File: src/amd_defines.svh
`ifndef AMD_DEFINES_SVH
`define AMD_DEFINES_SVH

// prefix bytes that modify the following opcode
`define AMD_PFX_Y_BYTE 8'h90
`define AMD_PFX_YIND_BYTE 8'h91
`define AMD_PFX_IND_BYTE 8'h92

// opcode of the relative call that sits in the immediate row
`define AMD_OP_CALL_REL 8'had

// opcode row (upper nibble) groups
`define AMD_ROW_BITREL 4'h0
`define AMD_ROW_BIT 4'h1
`define AMD_ROW_REL 4'h2
`define AMD_ROW_DIR_RMW 4'h3
`define AMD_ROW_INH_A 4'h4
`define AMD_ROW_INH_X 4'h5
`define AMD_ROW_IDXS_RMW 4'h6
`define AMD_ROW_IDX0_RMW 4'h7
`define AMD_ROW_INH_M1 4'h8
`define AMD_ROW_INH_M2 4'h9
`define AMD_ROW_IMM 4'ha
`define AMD_ROW_DIR_S 4'hb
`define AMD_ROW_DIR_L 4'hc
`define AMD_ROW_IDX_L 4'hd
`define AMD_ROW_IDX_S 4'he
`define AMD_ROW_IDX0 4'hf

// upper byte of every page-zero address
`define AMD_PAGE0_HI 8'h00

// reset values
`define AMD_ADDR_RST 16'h0000
`define AMD_BYTE_RST 8'h00
`define AMD_LEN_RST 3'h0

`endif

File: src/amd_pkg.sv
package amd_pkg;

    // seventeen operand addressing modes
    typedef enum logic [4:0] {
        AMD_INH, AMD_IMM, AMD_DIR_S, AMD_DIR_L,
        AMD_IDX_0, AMD_IDX_S, AMD_IDX_L,
        AMD_IND_S, AMD_IND_L, AMD_IIX_S, AMD_IIX_L,
        AMD_REL_D, AMD_REL_I, AMD_BIT_D, AMD_BIT_I,
        AMD_BITREL_D, AMD_BITREL_I
    } amd_mode_t;

    // prefix seen ahead of the opcode
    typedef enum logic [1:0] {
        AMD_PFX_NONE, AMD_PFX_Y, AMD_PFX_IND, AMD_PFX_YIND
    } amd_pfx_t;

    // fetch sequencer states
    typedef enum logic [2:0] {
        AMD_S_IDLE, AMD_S_OP, AMD_S_DEC, AMD_S_B1, AMD_S_B2,
        AMD_S_P1, AMD_S_P2, AMD_S_CALC
    } amd_state_t;

endpackage

File: src/amd_mode_decode.sv
`timescale 1ns/100ps
`include "amd_defines.svh"

// opcode plus prefix to addressing mode, operand count and pointer needs
module amd_mode_decode (
    input wire logic [7:0] opcode, // byte under decode
    input wire amd_pkg::amd_pfx_t pfx, // prefix already taken
    output amd_pkg::amd_mode_t mode, // addressing mode
    output logic [1:0] n_bytes, // operand bytes after the opcode
    output logic ptr_rd, // pointer must be read from page zero
    output logic ptr_word, // pointer is a word, not a byte
    output logic use_y, // index register is y
    output logic is_prefix, // byte is a prefix, not an opcode
    output amd_pkg::amd_pfx_t new_pfx // prefix kind when is_prefix
);
    logic ind; // indirect prefix present

    // pure lookup on the opcode row and prefix
    always_comb begin
        ind = (pfx == amd_pkg::AMD_PFX_IND) || (pfx == amd_pkg::AMD_PFX_YIND);
        use_y = (pfx == amd_pkg::AMD_PFX_Y) || (pfx == amd_pkg::AMD_PFX_YIND);
        mode = amd_pkg::AMD_INH;
        n_bytes = 2'h0;
        ptr_word = 1'b0;
        is_prefix = 1'b0;
        new_pfx = amd_pkg::AMD_PFX_NONE;
        // a second prefix is not a prefix; it decodes as an opcode
        if (pfx == amd_pkg::AMD_PFX_NONE) begin
            if (opcode == `AMD_PFX_Y_BYTE) begin
                is_prefix = 1'b1;
                new_pfx = amd_pkg::AMD_PFX_Y;
            end else if (opcode == `AMD_PFX_IND_BYTE) begin
                is_prefix = 1'b1;
                new_pfx = amd_pkg::AMD_PFX_IND;
            end else if (opcode == `AMD_PFX_YIND_BYTE) begin
                is_prefix = 1'b1;
                new_pfx = amd_pkg::AMD_PFX_YIND;
            end
        end
        unique case (opcode[7:4])
            `AMD_ROW_BITREL: begin
                mode = ind ? amd_pkg::AMD_BITREL_I : amd_pkg::AMD_BITREL_D;
                n_bytes = 2'h2;
            end
            `AMD_ROW_BIT: begin
                mode = ind ? amd_pkg::AMD_BIT_I : amd_pkg::AMD_BIT_D;
                n_bytes = 2'h1;
            end
            `AMD_ROW_REL: begin
                mode = ind ? amd_pkg::AMD_REL_I : amd_pkg::AMD_REL_D;
                n_bytes = 2'h1;
            end
            // read-modify-write rows exist only in short forms
            `AMD_ROW_DIR_RMW, `AMD_ROW_DIR_S: begin
                mode = ind ? amd_pkg::AMD_IND_S : amd_pkg::AMD_DIR_S;
                n_bytes = 2'h1;
            end
            `AMD_ROW_IDXS_RMW, `AMD_ROW_IDX_S: begin
                mode = ind ? amd_pkg::AMD_IIX_S : amd_pkg::AMD_IDX_S;
                n_bytes = 2'h1;
            end
            `AMD_ROW_IDX0_RMW, `AMD_ROW_IDX0: begin
                mode = amd_pkg::AMD_IDX_0;
            end
            `AMD_ROW_IMM: begin
                if (opcode == `AMD_OP_CALL_REL) begin
                    mode = ind ? amd_pkg::AMD_REL_I : amd_pkg::AMD_REL_D;
                end else begin
                    mode = amd_pkg::AMD_IMM;
                end
                n_bytes = 2'h1;
            end
            // long indirect keeps only one byte after the opcode
            `AMD_ROW_DIR_L: begin
                mode = ind ? amd_pkg::AMD_IND_L : amd_pkg::AMD_DIR_L;
                n_bytes = ind ? 2'h1 : 2'h2;
                ptr_word = ind;
            end
            `AMD_ROW_IDX_L: begin
                mode = ind ? amd_pkg::AMD_IIX_L : amd_pkg::AMD_IDX_L;
                n_bytes = ind ? 2'h1 : 2'h2;
                ptr_word = ind;
            end
            default: begin // rows 4, 5, 8, 9: inherent
                mode = amd_pkg::AMD_INH;
            end
        endcase
        ptr_rd = ind && (mode != amd_pkg::AMD_IDX_0)
            && (mode != amd_pkg::AMD_INH) && (mode != amd_pkg::AMD_IMM);
    end

endmodule // amd_mode_decode

File: src/amd_addr_decoder.sv
`timescale 1ns/100ps
`include "amd_defines.svh"

// Operation
// - seventeen addressing modes in seven groups
// - long forms reach all 64 Kbyte
// - short forms reach page zero, indexed ones up to 1fe
// - inherent instruction is one byte
// - inherent form decoded for listed operations
// - immediate is opcode plus one operand byte
// - immediate decoded for load, compare, arithmetic, logic
// - short direct fetches one address byte
// - long direct fetches two address bytes
// - indexed address is unsigned index plus offset
// - no-offset indexed fetches nothing, page zero
// - no-offset with y costs one prefix byte
// - short indexed spans 00 to 1fe
// - long indexed adds word offset, full space
// - indirect reads pointer at page-zero address
// - short indirect byte pointer, page zero
// - long indirect word pointer, one byte follows
// - indirect indexed adds index to pointer
// - short indirect indexed spans 00 to 1fe
// - branch target next pc minus 128..plus 127
// - prefix 90 switches x forms to y
// - prefix 92 switches to indirect forms
// - prefix 91 switches indirect x to y
module amd_addr_decoder (
    input wire logic clk, // core clock
    input wire logic rst, // asynchronous reset, active high
    input wire logic start, // pulse: decode instruction at start_pc
    input wire logic [15:0] start_pc, // address of first instruction byte
    input wire logic [7:0] idx_x, // x index register
    input wire logic [7:0] idx_y, // y index register
    input wire logic [7:0] mem_rd_data, // memory read data
    input wire logic mem_rd_valid, // memory read data valid
    output logic mem_rd_req, // memory read request, held till valid
    output logic [15:0] mem_addr, // memory read address
    output logic busy, // sequence in progress
    output logic done, // pulse: results valid
    output amd_pkg::amd_mode_t mode_out, // decoded addressing mode
    output logic [7:0] opcode_out, // opcode byte
    output logic prefixed, // a prefix byte preceded the opcode
    output logic y_sel, // y index register in use
    output logic [2:0] instr_len, // instruction length in bytes
    output logic [15:0] next_pc, // address after the instruction
    output logic [15:0] eff_addr, // effective operand address
    output logic [7:0] operand, // immediate value or branch offset
    output logic [15:0] branch_target // relative branch destination
);
    amd_pkg::amd_state_t state; // sequencer state
    amd_pkg::amd_state_t next_state; // sequencer next state
    amd_pkg::amd_pfx_t pfx; // prefix taken so far
    logic [15:0] pc; // instruction start address
    logic [2:0] len; // bytes taken so far
    logic [7:0] opcode; // opcode byte
    logic [7:0] b1; // first byte after the opcode
    logic [7:0] b2; // second byte after the opcode
    logic [7:0] p1; // pointer byte, high byte for a word
    logic [7:0] p2; // pointer low byte
    logic [7:0] dec_in; // byte fed to the mode lookup
    amd_pkg::amd_mode_t dec_mode; // looked-up mode
    logic [1:0] dec_n; // looked-up operand count
    logic dec_ptr; // pointer read needed
    logic dec_word; // pointer is a word
    logic dec_y; // index is y
    logic dec_is_pfx; // byte is a prefix
    amd_pkg::amd_pfx_t dec_new_pfx; // kind of that prefix
    logic rd_ok; // read answered this cycle
    logic issue; // start a new read
    logic [15:0] issue_addr; // address of that read
    logic [15:0] pc_at; // address of the next unread instruction byte
    logic [15:0] npc; // address after the instruction
    logic [15:0] ptr16; // pointer contents
    logic [7:0] idx; // selected index register
    logic [15:0] next_ea; // effective address being formed
    logic [15:0] next_target; // branch target being formed
    logic [7:0] next_operand; // operand being formed

    // page-zero address of a byte
    function automatic logic [15:0] page0(input logic [7:0] a);
        page0 = {`AMD_PAGE0_HI, a};
    endfunction

    // unsigned index add, wrapping at 16 bits
    function automatic logic [15:0] add_index(input logic [15:0] base,
                                              input logic [7:0] ix);
        add_index = base + {8'h00, ix};
    endfunction

    // branch target from signed offset
    function automatic logic [15:0] rel_target(input logic [15:0] from,
                                               input logic [7:0] off);
        rel_target = from + {{8{off[7]}}, off};
    endfunction

    // while the opcode is in flight the lookup watches the bus
    assign dec_in = (state == amd_pkg::AMD_S_OP) ? mem_rd_data : opcode;

    amd_mode_decode u_mode_decode (
        .opcode(dec_in),
        .pfx(pfx),
        .mode(dec_mode),
        .n_bytes(dec_n),
        .ptr_rd(dec_ptr),
        .ptr_word(dec_word),
        .use_y(dec_y),
        .is_prefix(dec_is_pfx),
        .new_pfx(dec_new_pfx)
    );

    assign rd_ok = mem_rd_req && mem_rd_valid;
    assign pc_at = pc + {13'h0000, len};
    assign npc = pc_at;
    assign idx = dec_y ? idx_y : idx_x;
    assign ptr16 = dec_word ? {p1, p2} : page0(p1);

    // sequencer: opcode, operand bytes, then pointer bytes
    always_comb begin
        next_state = state;
        issue = 1'b0;
        issue_addr = mem_addr;
        unique case (state)
            amd_pkg::AMD_S_IDLE: if (start) begin
                next_state = amd_pkg::AMD_S_OP;
                issue = 1'b1;
                issue_addr = start_pc;
            end
            amd_pkg::AMD_S_OP: if (rd_ok) begin
                if (dec_is_pfx) begin // fetch the real opcode
                    issue = 1'b1;
                    issue_addr = pc_at + 16'h0001;
                end else begin
                    next_state = amd_pkg::AMD_S_DEC;
                end
            end
            amd_pkg::AMD_S_DEC: if (dec_n != 2'h0) begin
                next_state = amd_pkg::AMD_S_B1;
                issue = 1'b1;
                issue_addr = pc_at;
            end else begin
                next_state = amd_pkg::AMD_S_CALC;
            end
            amd_pkg::AMD_S_B1: if (rd_ok) begin
                if (dec_n == 2'h2) begin
                    next_state = amd_pkg::AMD_S_B2;
                    issue = 1'b1;
                    issue_addr = pc_at + 16'h0001;
                end else if (dec_ptr) begin
                    next_state = amd_pkg::AMD_S_P1;
                    issue = 1'b1;
                    issue_addr = page0(mem_rd_data);
                end else begin
                    next_state = amd_pkg::AMD_S_CALC;
                end
            end
            amd_pkg::AMD_S_B2: if (rd_ok) begin
                if (dec_ptr) begin // bit test indirect: pointer after offset
                    next_state = amd_pkg::AMD_S_P1;
                    issue = 1'b1;
                    issue_addr = page0(b1);
                end else begin
                    next_state = amd_pkg::AMD_S_CALC;
                end
            end
            amd_pkg::AMD_S_P1: if (rd_ok) begin
                if (dec_word) begin // low byte one address up
                    next_state = amd_pkg::AMD_S_P2;
                    issue = 1'b1;
                    issue_addr = page0(b1) + 16'h0001;
                end else begin
                    next_state = amd_pkg::AMD_S_CALC;
                end
            end
            amd_pkg::AMD_S_P2: if (rd_ok) begin
                next_state = amd_pkg::AMD_S_CALC;
            end
            amd_pkg::AMD_S_CALC: next_state = amd_pkg::AMD_S_IDLE;
        endcase
    end

    // state register
    always_ff @(posedge clk or posedge rst) begin
        if (rst) begin
            state <= amd_pkg::AMD_S_IDLE;
        end else begin
            state <= next_state;
        end
    end

    // memory port: one read outstanding, request held till answered
    always_ff @(posedge clk or posedge rst) begin
        if (rst) begin
            mem_rd_req <= 1'b0;
            mem_addr <= `AMD_ADDR_RST;
        end else if (issue) begin
            mem_rd_req <= 1'b1;
            mem_addr <= issue_addr;
        end else if (rd_ok) begin
            mem_rd_req <= 1'b0;
        end
    end

    // capture of prefix, opcode, operand and pointer bytes
    always_ff @(posedge clk or posedge rst) begin
        if (rst) begin
            pfx <= amd_pkg::AMD_PFX_NONE;
            pc <= `AMD_ADDR_RST;
            len <= `AMD_LEN_RST;
            opcode <= `AMD_BYTE_RST;
            b1 <= `AMD_BYTE_RST;
            b2 <= `AMD_BYTE_RST;
            p1 <= `AMD_BYTE_RST;
            p2 <= `AMD_BYTE_RST;
        end else begin
            unique case (state)
                amd_pkg::AMD_S_IDLE: if (start) begin
                    pc <= start_pc;
                    len <= `AMD_LEN_RST;
                    pfx <= amd_pkg::AMD_PFX_NONE;
                end
                amd_pkg::AMD_S_OP: if (rd_ok) begin
                    len <= len + 3'h1;
                    if (dec_is_pfx) begin
                        pfx <= dec_new_pfx;
                    end else begin
                        opcode <= mem_rd_data;
                    end
                end
                amd_pkg::AMD_S_B1: if (rd_ok) begin
                    len <= len + 3'h1;
                    b1 <= mem_rd_data;
                end
                amd_pkg::AMD_S_B2: if (rd_ok) begin
                    len <= len + 3'h1;
                    b2 <= mem_rd_data;
                end
                amd_pkg::AMD_S_P1: if (rd_ok) begin
                    p1 <= mem_rd_data;
                end
                amd_pkg::AMD_S_P2: if (rd_ok) begin
                    p2 <= mem_rd_data;
                end
                default: begin // decode and result states take no byte
                end
            endcase
        end
    end

    // effective address, branch target and operand per mode
    always_comb begin
        next_ea = `AMD_ADDR_RST;
        next_target = npc;
        next_operand = `AMD_BYTE_RST;
        unique case (dec_mode)
            amd_pkg::AMD_INH: next_ea = `AMD_ADDR_RST;
            amd_pkg::AMD_IMM: next_operand = b1;
            amd_pkg::AMD_DIR_S, amd_pkg::AMD_BIT_D: begin
                next_ea = page0(b1);
            end
            amd_pkg::AMD_DIR_L: next_ea = {b1, b2};
            amd_pkg::AMD_IDX_0: next_ea = page0(idx);
            amd_pkg::AMD_IDX_S: begin
                next_ea = add_index(page0(b1), idx);
            end
            amd_pkg::AMD_IDX_L: next_ea = add_index({b1, b2}, idx);
            amd_pkg::AMD_IND_S, amd_pkg::AMD_IND_L,
            amd_pkg::AMD_BIT_I: begin
                next_ea = ptr16;
            end
            amd_pkg::AMD_IIX_S, amd_pkg::AMD_IIX_L: begin
                next_ea = add_index(ptr16, idx);
            end
            amd_pkg::AMD_REL_D: begin
                next_operand = b1;
                next_target = rel_target(npc, b1);
            end
            amd_pkg::AMD_REL_I: begin
                next_operand = p1;
                next_target = rel_target(npc, p1);
            end
            amd_pkg::AMD_BITREL_D: begin
                next_ea = page0(b1);
                next_operand = b2;
                next_target = rel_target(npc, b2);
            end
            amd_pkg::AMD_BITREL_I: begin
                next_ea = ptr16;
                next_operand = b2;
                next_target = rel_target(npc, b2);
            end
        endcase
    end

    // result registers, loaded once per instruction
    always_ff @(posedge clk or posedge rst) begin
        if (rst) begin
            done <= 1'b0;
            busy <= 1'b0;
            mode_out <= amd_pkg::AMD_INH;
            opcode_out <= `AMD_BYTE_RST;
            prefixed <= 1'b0;
            y_sel <= 1'b0;
            instr_len <= `AMD_LEN_RST;
            next_pc <= `AMD_ADDR_RST;
            eff_addr <= `AMD_ADDR_RST;
            operand <= `AMD_BYTE_RST;
            branch_target <= `AMD_ADDR_RST;
        end else begin
            done <= (state == amd_pkg::AMD_S_CALC);
            busy <= (next_state != amd_pkg::AMD_S_IDLE);
            if (state == amd_pkg::AMD_S_CALC) begin
                mode_out <= dec_mode;
                opcode_out <= opcode;
                prefixed <= (pfx != amd_pkg::AMD_PFX_NONE);
                y_sel <= dec_y;
                instr_len <= len;
                next_pc <= npc;
                eff_addr <= next_ea;
                operand <= next_operand;
                branch_target <= next_target;
            end
        end
    end
endmodule // amd_addr_decoder

File: config.mk
export PLATFORM = sky130hd
export DESIGN_NAME = amd_addr_decoder
export DESIGN_NICKNAME = d
export VERILOG_FILES = /design/src/amd_pkg.sv /design/src/amd_mode_decode.sv /design/src/amd_addr_decoder.sv
export VERILOG_INCLUDE_DIRS = /design/src /design/src/src
export SDC_FILE = /design/constraint.sdc
export NUM_CORES = 1
export LEC_CHECK = 0
export BUFFER_PORTS_ARGS = -buffer_cell sky130_fd_sc_hd__buf_2
export CELL_PAD_IN_SITES_DETAIL_PLACEMENT = 1
export CELL_PAD_IN_SITES_GLOBAL_PLACEMENT = 2
export CORE_MARGIN = 2
export CORE_UTILIZATION = 39
export CTS_CLUSTER_SIZE = 40
export DETAILED_ROUTE_END_ITERATION = 10
export PLACE_DENSITY_LB_ADDON = 0.12
export SETUP_SLACK_MARGIN = 0.4
export SYNTH_ARGS = -nofsm -noshare
export SYNTH_HDL_FRONTEND = slang
export SYNTH_SLANG_ARGS = --single-unit
File: constraint.sdc
create_clock -name clk -period 8.6 [get_ports clk]
set_input_delay 1.72 -clock clk [delete_from_list [all_inputs] [get_ports clk]]
set_output_delay 1.72 -clock clk [all_outputs]
set_load 0.005 [all_outputs]
==> results.md, run 1 <==
- Synth Instances: 1181
- Cells resized by post-CTS repair: 0
- Most frequent cells in the layout: nand2_1, dfrtp_1, buf_2
- Status: finished clean
- F_max: 0.160 GHz
- IO Count: 137
- Initial detailed-routing violation count: approximately 660
- Area growth from synthesis to final layout: 14.9%
- Slew @ Worst Pin: approximately 1.2 ns
- Worst VDD drop: around 0.09 mV
- Initial antenna violation count: 0
- CP max-delay cell: or3b_1
- Final Hold Vio Count: 0
- Critical-path cell list: buf_4, or3b_1, mux2i_1, o311a_1, o21ai_0, and4_1, a22o_1, a21o_1, ha_1, a21oi_1, o21ai_0, o41ai_1, a21oi_1, o21ai_0, o21ai_0, xor2_1, o21a_1, o31ai_2
- Met3 GRT Util: 4.33%
- Largest net degree at the start of global routing: 97
- Worst hold endpoint: instr_len[0]$_DFFE_PP0P_
- Worst R2R End: branch_target[15]$_DFFE_PP0P_
- DP HPWL: 27200 µm
- Post-Synth Simple-Gate Area: 16.6%
- PwrDens: between 100 and 150 nW/µm²
- TritonCTS clock tree: done
- Final Net Count: 1371
- Adder-Cell Fraction of Synth Area: 5.20%
- Rows: 59
- Die height: 168 µm
- First-pass GRT wire length: 57300 µm
- CP max FO: 28
- Port Buffers: 136
- N_diodes: 0
- # Post-CTS Setup Buffers: 0
- Clk Latency, worst-skew pair: 0.45 ns
- Synth warn: 0
- GRT Max-Usage Layer: met2
- Core Util, Final: between 40 and 50%
- DRT Wirelength: 36900 µm
- Largest family of logic cells by synthesized area: compound AO/OA/AOI/OAI gates
- Vias per std cell: 5.90
- H-tree levels: 4
- Netlist cell types: 76
- Mapped Area: roughly 10000 µm²
- Hold path depth: 2
- Initial core utilization: roughly two fifths
- Core Area: 26200 µm²
- Crit path required time: ~9 ns
- Final Cycle Share: 72.5%
- TNS Setup: 0 ns
- Buf/Inv on CP: 1
- Register area share after synthesis: roughly 38%
- Antenna Violating Nets Remaining: 0
- Grt ovf: 0
- Critical path capture point type: flop
- Worst min-delay path class: flop to flop
- Crit start category: flop
- Synth Area in XOR/XNOR: under 10%
- Total Routing Usage GR: 26.5%
- TritonCTS Sinks: 157
- Ys async rst share: 100%
- Hold Path Origin: instr_len[0]$_DFFE_PP0P_
- Placer Congestion: a little under 0.9
- # fillers: 3111
- Critical R2R Launch: state[0]$_DFF_PP0_
- Routing usage on met1: 34.6%
- Pins Over Slew Limit: 0
- RSZ-0062 raised after global routing: no
- Fin crit period: 6.23 ns
- Setup CP Type: flop to flop
- Syn Area/Cell: 8.84 µm²
- Share of cells above drive strength 1: 21.3%
- Clk_skew: ~0.018 ns
- Routed length per placed instance: 22.6 µm
- Reg clk slew, reported paths: 0.07 ns
- Vias in the first global route: slightly below 10000
- DRC viols: 0
- Primary FF master, synth: dfrtp_1
- Maxcap violations: 0
- Die Wd: between 150 and 200 µm
- Static leakage: approximately 5.7 nW
- Number of synthesized flops with an enable pin: 0
- R2R cell count: 18
- Yosys reg bits: about 160
- Worst Setup SP: state[0]$_DFF_PP0_
- Area of the die: about 28000 µm²
- Commonest non-fill, non-tap cell in the layout: nand2_1
- Flop2flop setup slack: 2.37 ns
- Slew margin rel.: 22.1%
- Hold Buf Count CTS: 0
- Mux cell area share after synthesis: a little over a tenth
- Clock tree buffer depth: 2
- Setup violations, final: 0
- Syn nets: ~1300
- Detailed-route via count: 9645
- Compound-cell area share of the yosys netlist: between 20% and 30%
- CTS root buf: clkbuf_16
- DRT Pass-1 Iters: 5
- Arr. time, crit path: 6.60 ns
- TritonCTS Buffers: 17
- Worst stage delay on the critical path: roughly 0.8 ns
- Family with the most delay on the worst path: compound AO/OA/AOI/OAI gates
- Met2 GRT Util: 44.8%
- Most used cell, CP: o21ai_0
-- worst reg2reg max path: cells and delay by family, from the launching register on --
family,cells,cell delay (ns)
adder cells (fa/ha/maj),1,0.23
buffers and inverters,1,0.39
multiplexers,1,0.37
flip-flops,1,0.55
AO/OA/AOI/OAI,12,3.07
XOR/XNOR,1,0.17
AND/OR/NAND/NOR,2,1.37
-- logic make-up (layout without fill, tap and decap cells) --
group / count (synthesis) / in the layout
and+or+nand+nor: 382 / 382
buffers and inverters: 117 / 235
AOI/OAI and AO/OA: 332 / 332
xor gates and xnor gates: 52 / 52
muxes: 100 / 100
DFF: 157 / 157
adders and majority gates: 41 / 41
-- power by group --
group          leakage (nW)  total, mW  internal, mW  switching (mW)
Clock                 0.275      0.782         0.410           0.372
Sequential             1.95      0.738         0.738               0
Combinational          3.49     0.0853        0.0251          0.0603
-- per-layer routing --
| metal | part of all wire, % | wire length, µm | up-vias |
|---|---|---|---|
| li1 | - | - | 4467 |
| met1 | 44 | 16300 | 4866 |
| met2 | 49 | 18000 | 258 |
| met3 | 4.5 | 1660 | 54 |
| met4 | 2.7 | 1010 | 0 |
| met5 | 0 | 0 | - |
-- worst max path at each step --
stage | slack [ns] | cells past startpoint | end
3_5_place_dp | 2.16 | 17 | branch_target[15]$_DFFE_PP0P_
3_3_place_gp | 2.33 | 17 | branch_target[15]$_DFFE_PP0P_
4_1_cts | 2.41 | 18 | branch_target[15]$_DFFE_PP0P_
5_1_grt | 1.94 | 18 | branch_target[15]$_DFFE_PP0P_
6_report | 2.37 | 18 | branch_target[15]$_DFFE_PP0P_
2_1_floorplan | 2.65 | 1 | b1[0]$_DFFE_PP0P_
-- sequential cells by signal, summed over array words and instances (netlist names), 2 cells and up --
name           count
p2                 8
len                3
instr_len          3
p1                 8
b1                 8
branch_target     16
state              3
pfx                2
mem_addr          16
opcode             8
operand            8
b2                 8
opcode_out         8
eff_addr          16
next_pc           16
mode_out           5
pc                16
-- through the flow --
step | hold slack [ns] | instance area (µm²) | setup slack (ns) | cells | total power, mW
floorplan | 0.463 | 10400 | 2.65 | 1181 | 0.802
global placement | 0.454 | 11400 | 2.33 | 1602 | 0.837
detailed placement | 0.458 | 11400 | 2.16 | 1602 | 0.838
CTS | 0.476 | 12000 | 2.41 | 1634 | 1.62
global route | 0.500 | 12000 | 1.94 | 1634 | 1.65
finish | 0.472 | 12000 | 2.37 | 1634 | 1.60
-- cells in the mapped netlist, types with 18 or more instances --
cell type	instances	share of area, %
nand2_1	177	6.4
dfrtp_1	157	38
o21ai_0	102	4.9
a21oi_1	76	3.6
nor2_1	72	2.6
mux2_2	71	7.7
clkbuf_1	54	1.9
inv_1	44	1.6
ha_1	37	4.4
xnor2_1	34	2.9
nor3_1	29	1.4
mux2i_1	27	2.6
nand3_1	27	1.3
a21o_1	20	1.4
xor2_1	18	1.5
-- area by class of cell --
| cell class | instances | area [µm²] | share of cell area [%] |
|---|---|---|---|
| Clock buffer | 17 | 425 | 3.55 |
| Inverter | 46 | 178 | 1.48 |
| Timing Repair Buffer | 157 | 838 | 6.99 |
| Tap cell | 335 | 419 | 3.49 |
| Clock inverter | 15 | 159 | 1.32 |
| Multi-Input combinational cell | 907 | 6050 | 50.4 |
| Sequential cell | 157 | 3930 | 32.7 |
Note: power is estimated with default switching activity, not from simulation.
==> inputs of run 2 (changes only) <==
--- a/config.mk
+++ b/config.mk
@@ -10,7 +10,7 @@
 export CELL_PAD_IN_SITES_DETAIL_PLACEMENT = 1
 export CELL_PAD_IN_SITES_GLOBAL_PLACEMENT = 2
 export CORE_MARGIN = 2
-export CORE_UTILIZATION = 39
+export CORE_UTILIZATION = 33
 export CTS_CLUSTER_SIZE = 40
 export DETAILED_ROUTE_END_ITERATION = 10
 export PLACE_DENSITY_LB_ADDON = 0.12
==> constraint.sdc (replaced) <==
create_clock -name clk -period 5.05 [get_ports clk]
set_input_delay 1.01 -clock clk [delete_from_list [all_inputs] [get_ports clk]]
set_output_delay 1.01 -clock clk [all_outputs]
set_load 0.005 [all_outputs]
==> results.md, run 2 (synthesis gave the netlist of run 1 again) <==
- IO Count: 137 (unchanged)
- Final Cycle Share: 89.0% (+17 points)
- Design Area, Final: 12800 µm² (+6.4%)
- Fin crit period: 4.50 ns (-1.74 ns)
- Port Buffers: 136 (unchanged)
- Maxcap violations: 0 (unchanged)
- DRC viols: 0 (unchanged)
- Setup violations, final: 0 (unchanged)
- Area of the die: 33100 µm² (+18%)
- Clk pwr share: 48.5% (-0.2 points)
- F_max: 0.222 GHz (+39%)
- Sw frac: 26.0% (-0.92 points)
- Sw Pwr: 0.726 mW (+68%)
- Rows: 65 (+10%)
- Final Net Count: 1436 (+4.7%)
- Worst VDD drop: 0.235 mV (+150%)
- Detailed-route via count: 9682 (+0.38%)
- RSZ-0062 raised after global routing: yes
- Grt ovf: 0 (unchanged)
- Initial detailed-routing violation count: 650 (-1.7%)
- Vias in the first global route: 9882 (+1.8%)
- Placed Cells: 1722 (+7.5%)
- Reg clk slew, reported paths: 0.07 ns (about the same)
- DRT Wirelength: 38400 µm (+4.1%)
- Status: finished clean
- Clk Latency, worst-skew pair: 0.45 ns (about the same)
- DP HPWL: 28600 µm (+5.1%)
- Die height: 182 µm (+8.5%)
- Most frequent cells in the layout: nand2_1, dfrtp_1, buf_2
- Pins Over Slew Limit: 0 (unchanged)
- Antenna Violating Nets Remaining: 0 (unchanged)
- CP max FO: 8 (-71%)
- Initial core utilization: 33.3% (-6.5 points)
- Clock tree buffer depth: 2 (unchanged)
- DRT Pass-1 Iters: 5 (unchanged)
- Core Area: 31300 µm² (+19%)
- Initial antenna violation count: 0 (unchanged)
- Arr. time, crit path: 4.88 ns (-1.72 ns)
- Crit path required time: 5.43 ns (-3.53 ns)
- Clk_skew: 0.0101 ns (-0.00755 ns)
- First-pass GRT wire length: 59400 µm (+3.7%)
- Placer Congestion: 0.856 (-3.7%)
- Layout Cells excl Fill: 1766 (+8.1%)
- Setup CP Type: flop to flop
- Area growth from synthesis to final layout: 22.2%
- Hold WS: 0.467 ns (-0.00457 ns)
- Total Routing Usage GR: 23.5% (-3.0 points)
- Hold Buf Count CTS: 0 (unchanged)
- Share of cells above drive strength 1: 26.9% (+5.6 points)
- GRT Max-Usage Layer: met2
- Final Hold Vio Count: 0 (unchanged)
- Routing usage on met1: 31.1% (-3.5 points)
- N_diodes: 0 (unchanged)
- R2R cell count: 21 (+3)
- Worst min-delay path class: flop to flop
- Combinational share of power: 6.5% (+1.2 points)
- Part of the power in registers: 45.0% (-1.0 points)
- Crit start category: flop
- Met2 GRT Util: 40.3% (-4.5 points)
- Commonest non-fill, non-tap cell in the layout: nand2_1
- Pre-CTS setup slack: -0.0689 ns (-2.23 ns)
- Die Wd: 182 µm (+8.5%)
- CTS root buf: clkbuf_16
- Largest net degree at the start of global routing: 104 (+7.2%)
- TritonCTS Sinks: 157 (unchanged)
- Critical path capture point type: flop
- Post-route setup slack: 0.553 ns (-1.81 ns)
- Slew margin rel.: 21.2% (-0.94 points)
- Static leakage: 6.06 nW (+6.0%)
- H-tree levels: 4 (unchanged)
- PwrDens: 219 nW/µm² (+64%)
- TritonCTS Buffers: 17 (unchanged)
- Post-DP Area: 11900 µm² (+4.2%)
- Vias per std cell: 5.48 (-7.1%)
- Hold path depth: 2 (unchanged)
- Slew @ Worst Pin: 1.17 ns (+0.0140 ns)
- Met3 GRT Util: 3.35% (-0.98 points)
- TritonCTS clock tree: done
- Int Pwr: 2.07 mW (+76%)
- Routed length per placed instance: 21.8 µm (-3.7%)
run 2: cell count changes in the layout (fill, tap and decap cells not counted), moves of 3 or more:
cell     before  now
a21oi_2       0    5
a21oi_1      76   71
o21ai_0     102   91
o21ai_1       1    9
mux2i_1      27   23
buf_6         0    3
mux2i_2       2    5
mux2_2       71   68
buf_4        21   81
mux2_4        0    3
run 2: repair_timing:
action | in CTS | in global routing
pin swaps | 1 | 18
cloned | 0 | 1
buffers inserted | 0 | 11
gates resized for setup | 12 | 41
setup endpoints to repair | 14 | 16
run 2: layer usage:
layer / part of all wire, % / vias to the layer above
met5: 0 / -
met4: 1.7 / 0
met3: 3.1 / 31
met2: 49 / 183
met1: 46 / 4872
li1: - / 4596
run 2: worst max-delay path, cell delays in order, from the launching register on:
cell and delay (ns):
dfrtp_2 0.44, nor3b_4 0.20, buf_4 0.18, buf_6 0.16
buf_4 0.13, mux2i_1 0.08, a221oi_1 0.43, o21ai_4 0.15
and4_4 0.24, buf_4 0.17, a22o_1 0.24, a21o_1 0.16
ha_1 0.32, nor2b_2 0.18, o21a_1 0.16, o21ai_1 0.09
a21o_1 0.21, a21oi_2 0.20, o31ai_4 0.10, o21ai_1 0.17
mux2_2 0.36, nand2_1 0.06
run 2: path summary, 6_finish.rpt:
kind | from | to | slack (ns)
setup reg to reg | state[1]$_DFF_PP0_ | branch_target[14]$_DFFE_PP0P_ | 0.55
max in group asynchronous | rst | state[2]$_DFF_PP0_ | 3.70
setup / recovery | state[1]$_DFF_PP0_ | branch_target[14]$_DFFE_PP0P_ | 0.55
hold / removal | branch_target[4]$_DFFE_PP0P_ | branch_target[4]$_DFFE_PP0P_ | 0.47
hold reg to reg | branch_target[4]$_DFFE_PP0P_ | branch_target[4]$_DFFE_PP0P_ | 0.47
min in group asynchronous | rst | mem_addr[12]$_DFFE_PP0P_ | 0.69
run 2: cell type report:
cell class	count	area, µm²
Clock buffer	17	425
Clock inverter	15	175
Fill cell	3727	18600
Inverter	46	176
Multi-Input combinational cell	908	6210
Sequential cell	157	3930
Tap cell	402	503
Timing Repair Buffer	221	1340
run 2: power groups by stage:
stage          combinational (mW)  sequential, mW  clock, mW
3_3_place_gp                0.168            1.28          0
4_1_cts                     0.171            1.26       1.40
5_1_grt                     0.199            1.26       1.44
2_1_floorplan              0.0854            1.28          0
3_5_place_dp                0.169            1.28          0
6_report                    0.181            1.26       1.36
run 2: stage by stage:
step | total power [mW] | setup TNS [ns] | util [%]
2_1_floorplan | 1.37 | 0 | -
3_3_place_gp | 1.45 | 0 | 38.0
3_5_place_dp | 1.45 | -0.125 | 38.0
4_1_cts | 2.83 | 0 | 40.0
5_1_grt | 2.90 | 0 | 40.8
6_report | 2.79 | 0 | 40.8
